### config.mk
export PLATFORM = sky130hd
export DESIGN_NAME = rtc_core
export DESIGN_NICKNAME = d
export VERILOG_FILES = /design/src/rtl/rtc_pkg.sv /design/src/rtl/rtc_core.sv /design/src/rtl/rtc_regfile.sv
export SDC_FILE = /design/constraint.sdc
export NUM_CORES = 1
export LEC_CHECK = 0
export ABC_AREA = 1
export BUFFER_PORTS_ARGS = -buffer_cell sky130_fd_sc_hd__buf_2
export CAP_MARGIN = 5
export CORE_ASPECT_RATIO = 0.5
export CORE_MARGIN = 5
export CORE_UTILIZATION = 35
export DETAILED_ROUTE_END_ITERATION = 12
export PLACE_DENSITY = 0.58
export SLEW_MARGIN = 20
export SYNTH_ARGS = -nofsm -noshare
export SYNTH_HDL_FRONTEND = slang
export SYNTH_SLANG_ARGS = --single-unit
### constraint.sdc
create_clock -name i_ref_clk -period 3.3 [get_ports i_ref_clk]
set_input_delay 0.33 -clock i_ref_clk [delete_from_list [all_inputs] [get_ports i_ref_clk]]
set_output_delay 0.33 -clock i_ref_clk [all_outputs]
set_load 0.02 [all_outputs]
### src/rtl/rtc_pkg.sv
package rtc_pkg;
   // Register byte addresses on the parallel bus
   localparam logic [16:0] ADDR_FLAGS = 17'h1FFF0;
   localparam logic [16:0] ADDR_ALM_SEC = 17'h1FFF2;
   localparam logic [16:0] ADDR_ALM_MIN = 17'h1FFF3;
   localparam logic [16:0] ADDR_ALM_HOUR = 17'h1FFF4;
   localparam logic [16:0] ADDR_ALM_DATE = 17'h1FFF5;
   localparam logic [16:0] ADDR_IRQ_EN = 17'h1FFF6;
   localparam logic [16:0] ADDR_WDOG = 17'h1FFF7;
   localparam logic [16:0] ADDR_CAL = 17'h1FFF8;
   localparam logic [16:0] ADDR_SEC = 17'h1FFF9;
   localparam logic [16:0] ADDR_MIN = 17'h1FFFA;
   localparam logic [16:0] ADDR_HOUR = 17'h1FFFB;
   localparam logic [16:0] ADDR_DATE = 17'h1FFFC;
   // Flag register fields
   localparam int FLG_WDF = 7;
   localparam int FLG_AF = 6;
   localparam int FLG_OSCILLATOR_FAIL_FLAG = 5;
   localparam int FLG_CAL = 2;
   localparam int FLG_W = 1;
   // Other fields
   localparam int CAL_OFF = 7;
   localparam int CAL_SIGN = 5;
   localparam int WD_KICK = 7;
   localparam int WD_LOCK = 6;
   localparam int IE_WIE = 7;
   localparam int IE_AIE = 6;
   localparam int ALM_MASK = 7;
   // Timing: 100 MHz system clock
   localparam int CLK_HZ = 100_000_000;
   localparam int OSC_HZ = 32768;
   localparam int FAIL_WIN_MS = 5;
   localparam int FAIL_WIN_CYC = CLK_HZ / 1000 * FAIL_WIN_MS;
   localparam int START_MAX_S = 2;
   localparam int START_MAX_CYC = CLK_HZ * START_MAX_S;
   localparam int SEC_CNT = 32768;
   localparam int CAL_SHORT = 128;
   localparam int CAL_LONG = 256;
   localparam int WDOG_DIV = 1024;
   localparam int TEST_DIV = 32;
   localparam int CAL_MINUTES = 64;
   localparam logic [7:0] ZERO8 = 8'h00;
   localparam logic [7:0] ONE_BCD = 8'h01;
   localparam logic [7:0] SEC_LAST = 8'h3B;
   localparam logic [7:0] HOUR_LAST = 8'h17;
   localparam logic [2:0] SH_ALM = 3'h4;
endpackage : rtc_pkg

### src/rtl/rtc_core.sv
`timescale 1ns/1ps
`default_nettype none
module rtc_core (
   // Clock and reset
   input wire logic i_ref_clk,
   input wire logic i_sys_rst,
   // Oscillator tick (32.768 kHz domain pulse) and supply comparator
   input wire logic i_osc_tick,
   input wire logic i_supply_ok,
   // Host bus
   input wire logic i_cs,
   input wire logic i_wr,
   input wire logic i_rd,
   input wire logic [16:0] i_addr,
   input wire logic [7:0] i_wdata,
   output logic [7:0] o_rdata,
   // Status outputs
   output logic o_irq,
   output logic o_osc_enable,
   output logic o_on_backup,
   output logic o_store_start
);
   import rtc_pkg::*;

   typedef enum logic [2:0] {
      PW_BACKUP = 3'b001,
      PW_CHECK = 3'b010,
      PW_RUN = 3'b100
   } pwr_t;

   // Synchronisers for the pins
   logic tick_s1, tick_s2, tick_d, sup_s1, sup_s2;
   logic osc_pulse;
   always_ff @(posedge i_ref_clk) begin
      tick_s1 <= i_osc_tick;
      tick_s2 <= tick_s1;
      tick_d <= tick_s2;
      sup_s1 <= i_supply_ok;
      sup_s2 <= sup_s1;
   end
   assign osc_pulse = tick_s2 & ~tick_d;

   function automatic logic is_addr(input logic [16:0] a, input logic [16:0] b);
      return a == b;
   endfunction : is_addr

   // State
   pwr_t pwr, next_pwr;
   logic [7:0] flags, next_flags, cal, next_cal, ien, next_ien, wd, next_wd, rdata, next_rdata;
   logic [7:0] alm [0:3];
   logic [7:0] next_alm [0:3];
   logic [7:0] tm [0:3];
   logic [7:0] next_tm [0:3];
   logic [5:0] wd_cnt, next_wd_cnt, min_cyc, next_min_cyc;
   logic [9:0] wd_div, next_wd_div;
   logic [4:0] tst_div, next_tst_div;
   logic [15:0] sec_div, next_sec_div;
   logic [31:0] win, next_win, start_cnt, next_start_cnt;
   logic tst_out, next_tst_out, adj_done, next_adj_done, seen_osc, next_seen_osc;
   logic osc_run, next_osc_run, alm_hit_d, next_alm_hit_d, w_prev, next_w_prev;
   // Shadow memory signals and the two transfer walks
   logic sh_we, restoring, next_restoring, alm_load, next_alm_load;
   logic [2:0] sh_waddr, sh_raddr, rest_idx, next_rest_idx, alm_idx, next_alm_idx;
   logic [7:0] sh_wdata, sh_rdata;

   rtc_regfile u_shadow (
      .i_ref_clk(i_ref_clk),
      .i_we(sh_we),
      .i_waddr(sh_waddr),
      .i_wdata(sh_wdata),
      .i_raddr(sh_raddr),
      .o_rdata(sh_rdata)
   );

   logic host_ok, wr_en, rd_en, w_bit, sec_end, adj_on, wd_tick, alm_hit, wd_fire, osc_fail_set;
   logic [16:0] sec_len;
   logic [4:0] mag;
   assign host_ok = (pwr != PW_BACKUP);
   assign wr_en = i_cs & i_wr & host_ok;
   assign rd_en = i_cs & i_rd & host_ok;
   assign w_bit = flags[FLG_W];
   assign mag = cal[4:0];
   // adjust in the first 2N minutes only
   assign adj_on = (mag != 5'h00) && (min_cyc < {mag, 1'b0}) && !adj_done;
   assign sec_len = adj_on ? (cal[CAL_SIGN] ? 17'(SEC_CNT - CAL_SHORT)
                                           : 17'(SEC_CNT + CAL_LONG))
                           : 17'(SEC_CNT);
   assign sec_end = osc_run && osc_pulse && ({1'b0, sec_div} >= sec_len - 17'h00001);
   assign wd_tick = osc_run && osc_pulse && (wd_div == 10'(WDOG_DIV - 1));
   // Terminal count of an enabled watchdog
   assign wd_fire = (wd[5:0] != 6'h00) && wd_tick && (wd_cnt <= 6'h01);
   // No tick by the end of the window with the oscillator enabled
   assign osc_fail_set = (pwr == PW_CHECK) && sup_s2 && (win >= 32'(FAIL_WIN_CYC - 1)) &&
                         !cal[CAL_OFF] && !seen_osc && !osc_pulse;
   // masked compare, all masks set disables
   always_comb begin
      alm_hit = 1'b0;
      if (!(alm[0][ALM_MASK] & alm[1][ALM_MASK] & alm[2][ALM_MASK] & alm[3][ALM_MASK])) begin
         alm_hit = 1'b1;
         for (int i = 0; i < 4; i++) begin
            if (!alm[i][ALM_MASK] && (alm[i][6:0] != tm[i][6:0])) begin
               alm_hit = 1'b0;
            end
         end
      end
   end

   // Main next-state logic
   always_comb begin
      next_pwr = pwr;
      next_flags = flags;
      next_cal = cal;
      next_ien = ien;
      next_wd = wd;
      next_wd_cnt = wd_cnt;
      next_wd_div = wd_div;
      next_tst_div = tst_div;
      next_tst_out = tst_out;
      next_sec_div = sec_div;
      next_min_cyc = min_cyc;
      next_adj_done = adj_done;
      next_win = win;
      next_seen_osc = seen_osc;
      next_start_cnt = start_cnt;
      next_osc_run = osc_run;
      next_alm_hit_d = alm_hit;
      next_rdata = rdata;
      next_w_prev = w_bit;
      next_rest_idx = rest_idx;
      next_restoring = restoring;
      next_alm_idx = alm_idx;
      next_alm_load = alm_load;
      for (int i = 0; i < 4; i++) begin
         next_alm[i] = alm[i];
         next_tm[i] = tm[i];
      end
      sh_we = 1'b0;
      sh_waddr = 3'h0;
      sh_wdata = ZERO8;
      sh_raddr = restoring ? rest_idx : 3'(SH_ALM + alm_idx);
      // Oscillator start delay after enabling
      if (cal[CAL_OFF]) begin
         next_osc_run = 1'b0;
         next_start_cnt = 32'h0;
      end else if (!osc_run) begin
         if (osc_pulse || start_cnt >= 32'(START_MAX_CYC - 1)) begin
            next_osc_run = 1'b1;
         end else begin
            next_start_cnt = start_cnt + 32'h1;
         end
      end
      // Power monitor
      case (pwr)
         PW_BACKUP: begin
            if (sup_s2) begin
               next_pwr = PW_CHECK;
               next_win = 32'h0;
               next_seen_osc = 1'b0;
            end
         end
         PW_CHECK: begin
            if (osc_pulse) begin
               next_seen_osc = 1'b1;
            end
            if (!sup_s2) begin
               next_pwr = PW_BACKUP;
            end else if (win >= 32'(FAIL_WIN_CYC - 1)) begin
               next_pwr = PW_RUN;
               if (osc_fail_set) begin
                  next_restoring = 1'b1;
                  next_rest_idx = 3'h0;
               end
            end else begin
               next_win = win + 32'h1;
            end
         end
         PW_RUN: begin
            if (!sup_s2) begin
               next_pwr = PW_BACKUP;
            end
         end
         default: next_pwr = PW_BACKUP;
      endcase
      // Seconds divider with calibration
      if (osc_run && osc_pulse) begin
         next_sec_div = sec_end ? 16'h0000 : sec_div + 16'h0001;
      end
      if (sec_end && !w_bit) begin
         next_adj_done = adj_on ? 1'b1 : adj_done;
         next_tm[0] = tm[0] + ONE_BCD;
         if (tm[0] >= SEC_LAST) begin
            next_tm[0] = ZERO8;
            next_tm[1] = tm[1] + ONE_BCD;
            next_adj_done = 1'b0;
            next_min_cyc = 6'(min_cyc + 6'h01);
            if (tm[1] >= SEC_LAST) begin
               next_tm[1] = ZERO8;
               next_tm[2] = tm[2] + ONE_BCD;
               if (tm[2] >= HOUR_LAST) begin
                  next_tm[2] = ZERO8;
                  next_tm[3] = tm[3] + ONE_BCD;
               end
            end
         end
      end
      // Uncalibrated 512 Hz test output
      if (osc_run && osc_pulse) begin
         next_tst_div = 5'(tst_div + 5'h01);
         if (tst_div == 5'(TEST_DIV - 1)) begin
            next_tst_out = ~tst_out;
         end
      end
      // Watchdog
      if (osc_run && osc_pulse) begin
         next_wd_div = 10'(wd_div + 10'h001);
      end
      if (wd[5:0] != 6'h00 && wd_tick) begin
         if (wd_fire) begin
            next_wd_cnt = wd[5:0];
         end else begin
            next_wd_cnt = wd_cnt - 6'h01;
         end
      end
      // Restore base time from shadow after a failure or a write bit fall
      if (restoring) begin
         next_rest_idx = rest_idx + 3'h1;
         if (rest_idx != 3'h0) begin
            next_tm[2'(rest_idx - 3'h1)] = sh_rdata;
         end
         if (rest_idx == 3'h4) begin
            next_restoring = 1'b0;
         end
      end
      // Alarm shadow walk, after the time walk
      if (alm_load && !restoring) begin
         next_alm_idx = alm_idx + 3'h1;
         if (alm_idx != 3'h0) begin
            next_alm[2'(alm_idx - 3'h1)] = sh_rdata;
         end
         if (alm_idx == 3'h4) begin
            next_alm_load = 1'b0;
         end
      end
      // Host reads
      if (rd_en) begin
         if (is_addr(i_addr, ADDR_FLAGS)) begin
            next_rdata = flags;
            next_flags[FLG_WDF] = 1'b0;
            next_flags[FLG_AF] = 1'b0;
         end else if (is_addr(i_addr, ADDR_CAL)) begin
            next_rdata = cal;
         end else if (is_addr(i_addr, ADDR_WDOG)) begin
            next_rdata = {1'b0, wd[6:0]};
         end else if (is_addr(i_addr, ADDR_IRQ_EN)) begin
            next_rdata = ien;
         end else if (i_addr >= ADDR_ALM_SEC && i_addr <= ADDR_ALM_DATE) begin
            next_rdata = alm[2'(i_addr - ADDR_ALM_SEC)];
         end else if (i_addr >= ADDR_SEC && i_addr <= ADDR_DATE) begin
            next_rdata = tm[2'(i_addr - ADDR_SEC)];
         end else begin
            next_rdata = ZERO8;
         end
      end
      // Host writes
      if (wr_en) begin
         if (is_addr(i_addr, ADDR_FLAGS)) begin
            next_flags[FLG_W] = i_wdata[FLG_W];
            if (w_bit) begin
               next_flags[FLG_CAL] = i_wdata[FLG_CAL];
               next_flags[FLG_OSCILLATOR_FAIL_FLAG] = flags[FLG_OSCILLATOR_FAIL_FLAG] & i_wdata[FLG_OSCILLATOR_FAIL_FLAG];
            end
         end else if (is_addr(i_addr, ADDR_CAL)) begin
            next_cal = {i_wdata[7], 1'b0, i_wdata[5:0]};
         end else if (is_addr(i_addr, ADDR_IRQ_EN)) begin
            next_ien = i_wdata;
         end else if (is_addr(i_addr, ADDR_WDOG)) begin
            next_wd[WD_LOCK] = i_wdata[WD_LOCK];
            if (!i_wdata[WD_LOCK]) begin
               next_wd[5:0] = i_wdata[5:0];
            end
            if (i_wdata[WD_KICK]) begin
               next_wd_cnt = i_wdata[WD_LOCK] ? wd[5:0] : i_wdata[5:0];
               next_wd_div = 10'h000;
            end
         end else if (w_bit && i_addr >= ADDR_ALM_SEC && i_addr <= ADDR_ALM_DATE) begin
            sh_we = 1'b1;
            sh_waddr = 3'(SH_ALM + 3'(i_addr - ADDR_ALM_SEC));
            sh_wdata = i_wdata;
         end else if (w_bit && i_addr >= ADDR_SEC && i_addr <= ADDR_DATE) begin
            sh_we = 1'b1;
            sh_waddr = 3'(i_addr - ADDR_SEC);
            sh_wdata = i_wdata;
         end
      end
      // Write bit falling: load time and alarm from shadow
      if (w_prev && !w_bit) begin
         next_restoring = 1'b1;
         next_rest_idx = 3'h0;
         next_alm_load = 1'b1;
         next_alm_idx = 3'h0;
      end
      // Event sets come last so a set wins over a read clear
      if (alm_hit && !alm_hit_d) begin
         next_flags[FLG_AF] = 1'b1;
      end
      if (wd_fire) begin
         next_flags[FLG_WDF] = 1'b1;
      end
      if (osc_fail_set) begin
         next_flags[FLG_OSCILLATOR_FAIL_FLAG] = 1'b1;
      end
   end

   // Register update
   always_ff @(posedge i_ref_clk) begin
      if (i_sys_rst) begin
         pwr <= PW_BACKUP;
         flags <= ZERO8;
         cal <= ZERO8;
         ien <= ZERO8;
         wd <= ZERO8;
         wd_cnt <= 6'h00;
         wd_div <= 10'h000;
         tst_div <= 5'h00;
         tst_out <= 1'b0;
         sec_div <= 16'h0000;
         min_cyc <= 6'h00;
         adj_done <= 1'b0;
         win <= 32'h0;
         seen_osc <= 1'b0;
         start_cnt <= 32'h0;
         osc_run <= 1'b0;
         alm_hit_d <= 1'b0;
         rdata <= ZERO8;
         w_prev <= 1'b0;
         rest_idx <= 3'h0;
         restoring <= 1'b0;
         alm_idx <= 3'h0;
         alm_load <= 1'b0;
         for (int i = 0; i < 4; i++) begin
            alm[i] <= 8'hFF;
            tm[i] <= ZERO8;
         end
      end else begin
         pwr <= next_pwr;
         flags <= next_flags;
         cal <= next_cal;
         ien <= next_ien;
         wd <= next_wd;
         wd_cnt <= next_wd_cnt;
         wd_div <= next_wd_div;
         tst_div <= next_tst_div;
         tst_out <= next_tst_out;
         sec_div <= next_sec_div;
         min_cyc <= next_min_cyc;
         adj_done <= next_adj_done;
         win <= next_win;
         seen_osc <= next_seen_osc;
         start_cnt <= next_start_cnt;
         osc_run <= next_osc_run;
         alm_hit_d <= next_alm_hit_d;
         rdata <= next_rdata;
         w_prev <= next_w_prev;
         rest_idx <= next_rest_idx;
         restoring <= next_restoring;
         alm_idx <= next_alm_idx;
         alm_load <= next_alm_load;
         for (int i = 0; i < 4; i++) begin
            tm[i] <= next_tm[i];
            alm[i] <= next_alm[i];
         end
      end
   end

   // Outputs
   assign o_rdata = rdata;
   // irq from flag and enable, or from the test output while the cal flag is set, not on backup
   assign o_irq = host_ok & ((flags[FLG_CAL] & tst_out) |
                             (flags[FLG_AF] & ien[IE_AIE]) |
                             (flags[FLG_WDF] & ien[IE_WIE]));
   assign o_osc_enable = ~cal[CAL_OFF];
   assign o_on_backup = (pwr == PW_BACKUP);
   assign o_store_start = (pwr != PW_BACKUP) & ~sup_s2;
endmodule : rtc_core
`default_nettype wire

### src/rtl/rtc_regfile.sv
`timescale 1ns/1ps
`default_nettype none
// Small memory holding base time and alarm shadow words, registered read
module rtc_regfile (
   // Clock
   input wire logic i_ref_clk,
   // Write port
   input wire logic i_we,
   input wire logic [2:0] i_waddr,
   input wire logic [7:0] i_wdata,
   // Read port
   input wire logic [2:0] i_raddr,
   output logic [7:0] o_rdata
);
   logic [7:0] mem [0:7];
   // Store and registered read
   always_ff @(posedge i_ref_clk) begin
      if (i_we) begin
         mem[i_waddr] <= i_wdata;
      end
      o_rdata <= mem[i_raddr];
   end
endmodule : rtc_regfile
`default_nettype wire

======== Word-level counts from Yosys, hierarchy flattened ========
Memory sizes are Yosys's and may differ from the RTL's. A register that Yosys moved wholly into a read port is not among the register bits.
Index checks and enable logic that the tools add are counted.
cells by class
  $add $sub $neg .......................... 20
  $lt $le $gt $ge ......................... 16
  eq/ne operators ......................... 22
  mux-type cells .......................... 118
  bitwise logic cells ..................... 35
  reductions and logical operators ........ 78
operators by type and width
  cell                                                                      count
  32-bit two-way mux                                                        9
  8-bit two-way mux                                                         23
  10-bit two-way mux                                                        7
  17-bit equality test (second input constant)                              4
  32-bit by 1-bit adder with 32-bit output (second input constant)          2
  32-bit bitwise mux                                                        2
  16-bit two-way mux                                                        4
  32-bit one-hot mux with 2 select lines                                    1
  6-bit two-way mux                                                         9
  3-bit two-way mux                                                         17
  1-bit two-way mux                                                         39
  17-bit >= comparator (second input constant)                              2
  17-bit less-or-equal comparator (second input constant)                   2
  8-bit by 1-bit adder with 8-bit output (second input constant)            4
  8-bit demux with 2-bit select                                             2
  32-bit by 19-bit >= comparator with 1-bit output (second input constant)  1
  32-bit by 28-bit >= comparator with 1-bit output (second input constant)  1
  2-bit nonzero test                                                        15
  1-bit logical AND                                                         28
  7-bit inequality test                                                     4
  24-bit two-way mux                                                        1
  16-bit by 17-bit >= comparator with 1-bit output                          1
  16-bit by 1-bit subtractor with 17-bit output (second input constant)     1
  16-bit by 1-bit adder with 16-bit output (second input constant)          1
  41 further kinds                                                          109
word-level totals
  flip-flop bits (word level) ............. 164
  bits in writable memories ............... 128
  output and inout bits ................... 12
  memories kept ........................... 3
memory list
  memory        depth  width  read ports  clocked after Yosys merged registers in  write ports  line               RTL
  u_shadow.mem  8      8      1           1                                        1            rtc_regfile.sv:15  logic [7:0] mem [0:7];
  alm           4      8      5           0                                        4            rtc_core.sv:50     logic [7:0] alm [0:3];
  tm            4      8      5           0                                        4            rtc_core.sv:52     logic [7:0] tm [0:3];

======== Logic depth before layout (Yosys ltp) ========
  depth in word-level cells ............... 14
  mapped depth ............................ 24
  mapped depth without buffers ............ 24

======== Modules after synthesis ========
From an unflattened synthesis, not the netlist that was laid out.
unflattened totals
  cell total of the unflattened synthesis .. 2303
  area, all modules ....................... 16442.0 µm²
modules (own cells, without submodules)
  module       times used  cells an instance  area each (µm²)  seq. area each (µm²)
  rtc_core     1           2000               13391.6          4564.4
  rtc_regfile  1           303                3050.4           2082.0

======== Least setup slack after synthesis ========
Ideal clock, no wire load.
  kind .................................... reg-to-reg
  from .................................... reg cal[2]
  to ...................................... mem tm[1][5]
  library setup time ...................... 0.116 ns
  arrival ................................. 3.053 ns
  data required time ...................... 3.184 ns
  slack ................................... 0.130 ns
  stages on the path, launching flop included .. 25
  path buffers ............................ 1
  clock period less this slack ............ 3.170 ns
  cells stage by stage .................... dfxtp_1 -> inv_1 -> ha_1 -> a21oi_1 -> nor2_1 -> a211oi_1 -> o221ai_1 -> nor2_1 -> inv_1 -> nor2_1 -> inv_1 -> ha_1 -> nand2_1 -> inv_1 -> a21oi_1 -> nand2_1 -> nor2_1 -> nand3_1 -> nand3_2 -> inv_2 -> buf_4 -> o21ai_0 -> o211ai_1 -> o211ai_1 -> inv_1
RTL lines
  what                    line             RTL
  from (decl)             rtc_core.sv:49   logic [7:0] flags, next_flags, cal, next_cal, ien, next_ien, wd, next_wd, rdata, next_rdata;
  from (signal assigned)  rtc_core.sv:347  cal <= next_cal;
  to (decl)               rtc_core.sv:52

======== Worst setup path after layout ========
  from .................................... reg cal[2]
  to ...................................... reg min_cyc[5]
between the ends
  word-level cells in the longest chain between the ends .. 9
  elaborated cells on any way between the ends .. 10
RTL lines
  what                                                              line             RTL
  6-bit less-than comparator or 5-bit nonzero test (tied branches)  rtc_core.sv:84   assign adj_on = (mag != 5'h00) && (min_cyc < {mag, 1'b0}) && !adj_done;
  1-bit logical AND (*) (2 in a row)                                rtc_core.sv:84
  16-bit two-way mux (*)                                            rtc_core.sv:85   assign sec_len = adj_on ? (cal[CAL_SIGN] ? 17'(SEC_CNT - CAL_SHORT)
  16-bit by 1-bit subtractor with 17-bit output (*)                 rtc_core.sv:88   assign sec_end = osc_run && osc_pulse && ({1'b0, sec_div} >= sec_len - 17'h00001);
  16-bit by 17-bit >= comparator with 1-bit output (*)              rtc_core.sv:88
  1-bit logical AND (*)                                             rtc_core.sv:88
  1-bit logical AND (*)                                             rtc_core.sv:188  if (sec_end && !w_bit) begin
  2-bit AND reduction (no source line) (*)                          n/a
  to (signal assigned)                                              rtc_core.sv:355  min_cyc <= next_min_cyc;
  to (decl)                                                         rtc_core.sv:54   logic [5:0] wd_cnt, next_wd_cnt, min_cyc, next_min_cyc;
Mark *: on every way between the ends. The rest lies on a longest branch, timed or not.
A chain may end at the register's enable or synchronous reset.

==> flow_results.org <==
** Worst setup path
- Worst Setup End Kind :: flip-flop
- Startpoint type of the worst setup path :: flip-flop
- Source of the critical timing path :: cal[2]$_SDFFE_PP0P_
- The critical path in this run is classified as flip-flop to flip-flop.
- Data required time at the worst endpoint :: between 3 and 4 ns
- STA puts the critical path data arrival time at 3.71 ns.
- Worst Path Max Fanout :: 6
- Reg-to-reg critical path startpoint :: cal[2]$_SDFFE_PP0P_

** Flow run
- Max-cap violations in this run came to 0.

** Yosys
- Post-synthesis adder-cell area fraction :: 3.47%
- After synthesis, the largest area contributor takes up 29.1% of total cell area.
- Cell area after synthesis :: around 16000 µm²
- Cells after Synth :: 2166
- The synthesized design contains 300 register bits.
- The largest total area in the synthesized netlist belongs to dfxtp_1.
- Ys flop type :: dfxtp_1
- Cell with the most instances after synthesis :: nand2_1
- The synthesized design contains 64 enable-type register cells.
- Yosys warnings :: 0
- The synthesized netlist devotes 26.3% of its cell area to simple gates.
- In the synthesized netlist the async set-or-reset flop fraction comes to 0%.
- A synthesized cell averages 7.49 µm².
- Summing the areas of all compound-gate instances in the mapped netlist gives approximately 15% of the synthesized area.
- Xor and xnor area share after synthesis :: 4.53%
- After synthesis, the largest family of logic cells by area is simple AND/OR/NAND/NOR gates.
- After synthesis, the share of cell area in mux cells is 0.679%.
- After synthesis, the cell types taking the most area are dfxtp_1 29%, edfxtp_1 12%, nand2_1 11%.
- The synthesized netlist contains 62 unique library cells.
- Commonest cells post-synth :: 478 x nand2_1, 260 x inv_1, 236 x dfxtp_1, 192 x nor2_1, 152 x a21oi_1
- Net Count, Synth :: 2243
- Sequential-to-total area share from yosys stat :: between 40% and 50%

** Place
- Standard cell area after detailed placement :: between 15000 and 20000 µm²
- Detailed-placement wirelength estimate :: 32300 µm
- Port Buf Inserts :: 43
- Placed Cells incl. Taps :: about 2800
- Post-placement worst setup slack :: -0.291 ns
- Routability-driven placement finished with a final weighted congestion of 0.878.

** Final layout
- The post-route netlist has 12.7% of its cells at a drive strength greater than 1.
- Fill cells in the final layout number 4721.
- Final std cell area, no fill :: 18700 µm²
- In the final design database the tool counted 2302 nets.
- Post-synthesis to final-layout area growth :: 15.2%
- The count of cells in the finished layout, fillers not included, comes to 2878.

** Clock tree
- Clock slew at the register clock pins of the worst setup and hold paths :: 0.07 ns
- Clock latency at the later pin of the worst-skew pair :: 0.58 ns
- Clock tree synthesis selected as its root buffer the cell clkbuf_16.
- The clock passes through at most 3 buffers.
- Sink count of the clock tree :: 300
- TritonCTS built the clock tree.
- CTS built an H-tree with a depth of 1.
- Number of clock buffers inserted by TritonCTS :: 30

** Global route
- Entering global routing, the biggest net connects 53 pins.
- Grt ovf :: 0
- Global routing used between 20% and 30% of the available met1 tracks.
- Wire length of the first global-routing pass :: 72800 µm
- Total track usage :: 17.4%
- Initial antenna violation count :: 5
- met2 is the most crowded layer.
- The via count of the first global-routing pass is 13400.
- In the global route stage, met2 resource usage came out at between 20% and 30%.
- Met3 track utilization from global routing :: 2.59%

** Route
- Dividing the detail-routed via count by the number of cells gives about 5.0.
- First-pass iteration count of the detailed router :: 7
- Vias post-DR :: about 14000
- Once detail routing completed, the nets flagged for antenna violations numbered 0.
- In the final routed layout, each cell accounts on average for around 16 µm.
- For this run, design rule violations remaining after detail routing come to 0.
- For this block, the routed nets add up to approximately 46000 µm of wire.
- Number of violations reported at the end of detailed-routing iteration 0 :: 963

** STA
- The count of final max-slew check failures was 0.
- Maximum clock frequency :: 0.313 GHz
- Final setup vio count :: 0
- For the pin with the worst max-slew slack, the measured transition is 0.861 ns.
- Fin Clk Skew :: 0.0226 ns
- Post-route minimum period :: 3.19 ns
- After layout, the worst setup slack is 0.108 ns.
- Share of the cycle needed by the critical path after routing :: a little over nine tenths
- Number of failing hold endpoints at the final stage :: 0
- Measured against its own limit, the worst slew margin works out to 42.5%.
- Setup repair after global routing could not meet its margin everywhere.

** Run status
- The flow ran to the end, and the final reports show no timing, DRC or antenna violations.

** Worst hold path
- The worst hold path belongs to the class primary input to flip-flop.
- The startpoint identified for the worst hold timing path is i_wdata[5].

** Power
- Leakage power summed over all cells :: between 7 and 8 nW
- Dividing total power by cell area gives a power density of ~410 nW/µm².
- Maximum resistive drop on vdd :: 334 µV

** Floorplan
- Die height :: 162 µm
- The floorplan step defined a core boundary enclosing around 45000 µm².
- Width of the die :: around 310 µm
- The floorplan step defined a die boundary enclosing 51000 µm².
- Count of pins on the block boundary :: 44
- Row generation in the floorplan step produced 55 rows.
- Initial standard-cell utilization of the core :: 35.7%
==> state kept, by name (all words and copies together) (netlist names), 3 cells and up <==
| name | cells |
|---|---|
| alm_idx | 3 |
| u_shadow.o_rdata | 8 |
| start_cnt | 32 |
| rest_idx | 3 |
| wd | 7 |
| tst_div | 5 |
| tm | 32 |
| cal | 7 |
| wd_cnt | 6 |
| u_shadow.mem | 64 |
| flags | 5 |
| alm | 32 |
| o_rdata | 8 |
| sec_div | 16 |
| ien | 8 |
| wd_div | 10 |
| win | 32 |
| pwr | 3 |
| min_cyc | 6 |
==> cells in the final DEF (no fill, tap or decap), types with 9 or more instances in the layout <==
| master | instances |
|---|---|
| a21oi_1 | 149 |
| dfxtp_1 | 233 |
| inv_1 | 256 |
| clkinv_1 | 9 |
| nand3_1 | 105 |
| o21ai_1 | 10 |
| a31oi_1 | 20 |
| edfxtp_1 | 64 |
| nor2_4 | 16 |
| a211oi_1 | 28 |
| clkbuf_16 | 31 |
| xnor2_1 | 21 |
| o211ai_1 | 58 |
| o22ai_1 | 9 |
| ha_4 | 10 |
| ha_1 | 34 |
| buf_4 | 57 |
| nand2_2 | 19 |
| buf_2 | 42 |
| inv_2 | 14 |
| o21ai_0 | 113 |
| nor4_1 | 14 |
| nand4_1 | 38 |
| nor3_1 | 39 |
| nor2_1 | 187 |
| xor2_1 | 61 |
| nand2_4 | 9 |
| nand2_1 | 472 |
| nor2_2 | 9 |
==> power by group <==
group          internal, mW  switching, mW  leakage [nW]
Clock                  2.10           1.53         0.479
Combinational        0.0916          0.262          4.78
Sequential             3.74         0.0117          2.35
Total                  5.93           1.80          7.61
==> cells by family (layout without fill, tap and decap cells) <==
| family | after synthesis | in the layout |
|---|---|---|
| multiplexers | 10 | 10 |
| flip-flops | 300 | 300 |
| other | 0 | 2 |
| AO/OA/AOI/OAI | 423 | 423 |
| buffers and inverters | 356 | 439 |
| XOR/XNOR | 83 | 83 |
| AND/OR/NAND/NOR | 949 | 949 |
| adder cells (fa/ha/maj) | 45 | 45 |
==> routing by layer <==
layer | routed length, µm | vias to the layer above
met3 | 2180 | 80
met2 | 20200 | 299
met1 | 21800 | 6680
met5 | 0 | -
li1 | - | 7323
met4 | 1310 | 0
==> path summary, 6_finish.rpt <==
path | slack [ns] | endpoint | cells after the start
setup / recovery | 0.11 | min_cyc[5]$_SDFFE_PP0P_ | 22
hold / removal | 0.07 | cal[5]$_SDFFE_PP0P_ | 3
setup reg to reg | 0.11 | min_cyc[5]$_SDFFE_PP0P_ | 22
hold reg to reg | 0.33 | tick_s2$_DFF_P_ | 0
==> metrics by stage <==
stage	hold WS [ns]	util, %	TNS [ns]	power [mW]
after floorplan	0.310	-	0	4.07
after global placement	0.314	38.0	-2.62	4.19
after detailed placement	0.315	38.0	-7.15	4.19
after CTS	0.0303	40.8	-0.138	7.81
after global routing	0.0558	41.1	-0.455	8.01
final	0.0696	41.1	0	7.73
==> area by class of cell <==
cell class                      instances  area, µm²  area share, %
Antenna cell                            2       5.00         0.0268
Timing Repair Buffer                  107        756           4.04
Tap cell                              627        785           4.20
Sequential cell                       300       6650           35.6
Multi-Input combinational cell       1510       8430           45.1
Clock inverter                         22        240           1.29
Inverter                              276       1040           5.58
Clock buffer                           34        787           4.21
==> worst max-delay path: stages, from the launching register on <==
cell and delay (ns):
dfxtp_2 0.33, inv_2 0.05, ha_4 0.21, a21oi_2 0.13, nor2_1 0.07, a211oi_2 0.16
o221ai_2 0.14, nor2_2 0.13, inv_2 0.07, nor2_4 0.13, inv_2 0.06, ha_4 0.30
nand3_4 0.07, nor3_2 0.15, nand3_1 0.12, nand3_4 0.14, nand3_4 0.14, nor2_4 0.21
buf_12 0.15, nand4_1 0.12, nand2_1 0.10, nand2_1 0.05, nor2_1 0.10
==> what timing repair did <==
| action | in CTS | in global routing |
|---|---|---|
| gates resized for setup | 34 | 28 |
| pin swaps | 17 | 22 |
| setup buffers | 2 | 5 |
| setup endpoints to repair | 50 | 55 |
| endpoints found under the hold margin | 2 | 0 |
| hold buffers | 2 | 0 |
(Power assumes the default switching activity.)
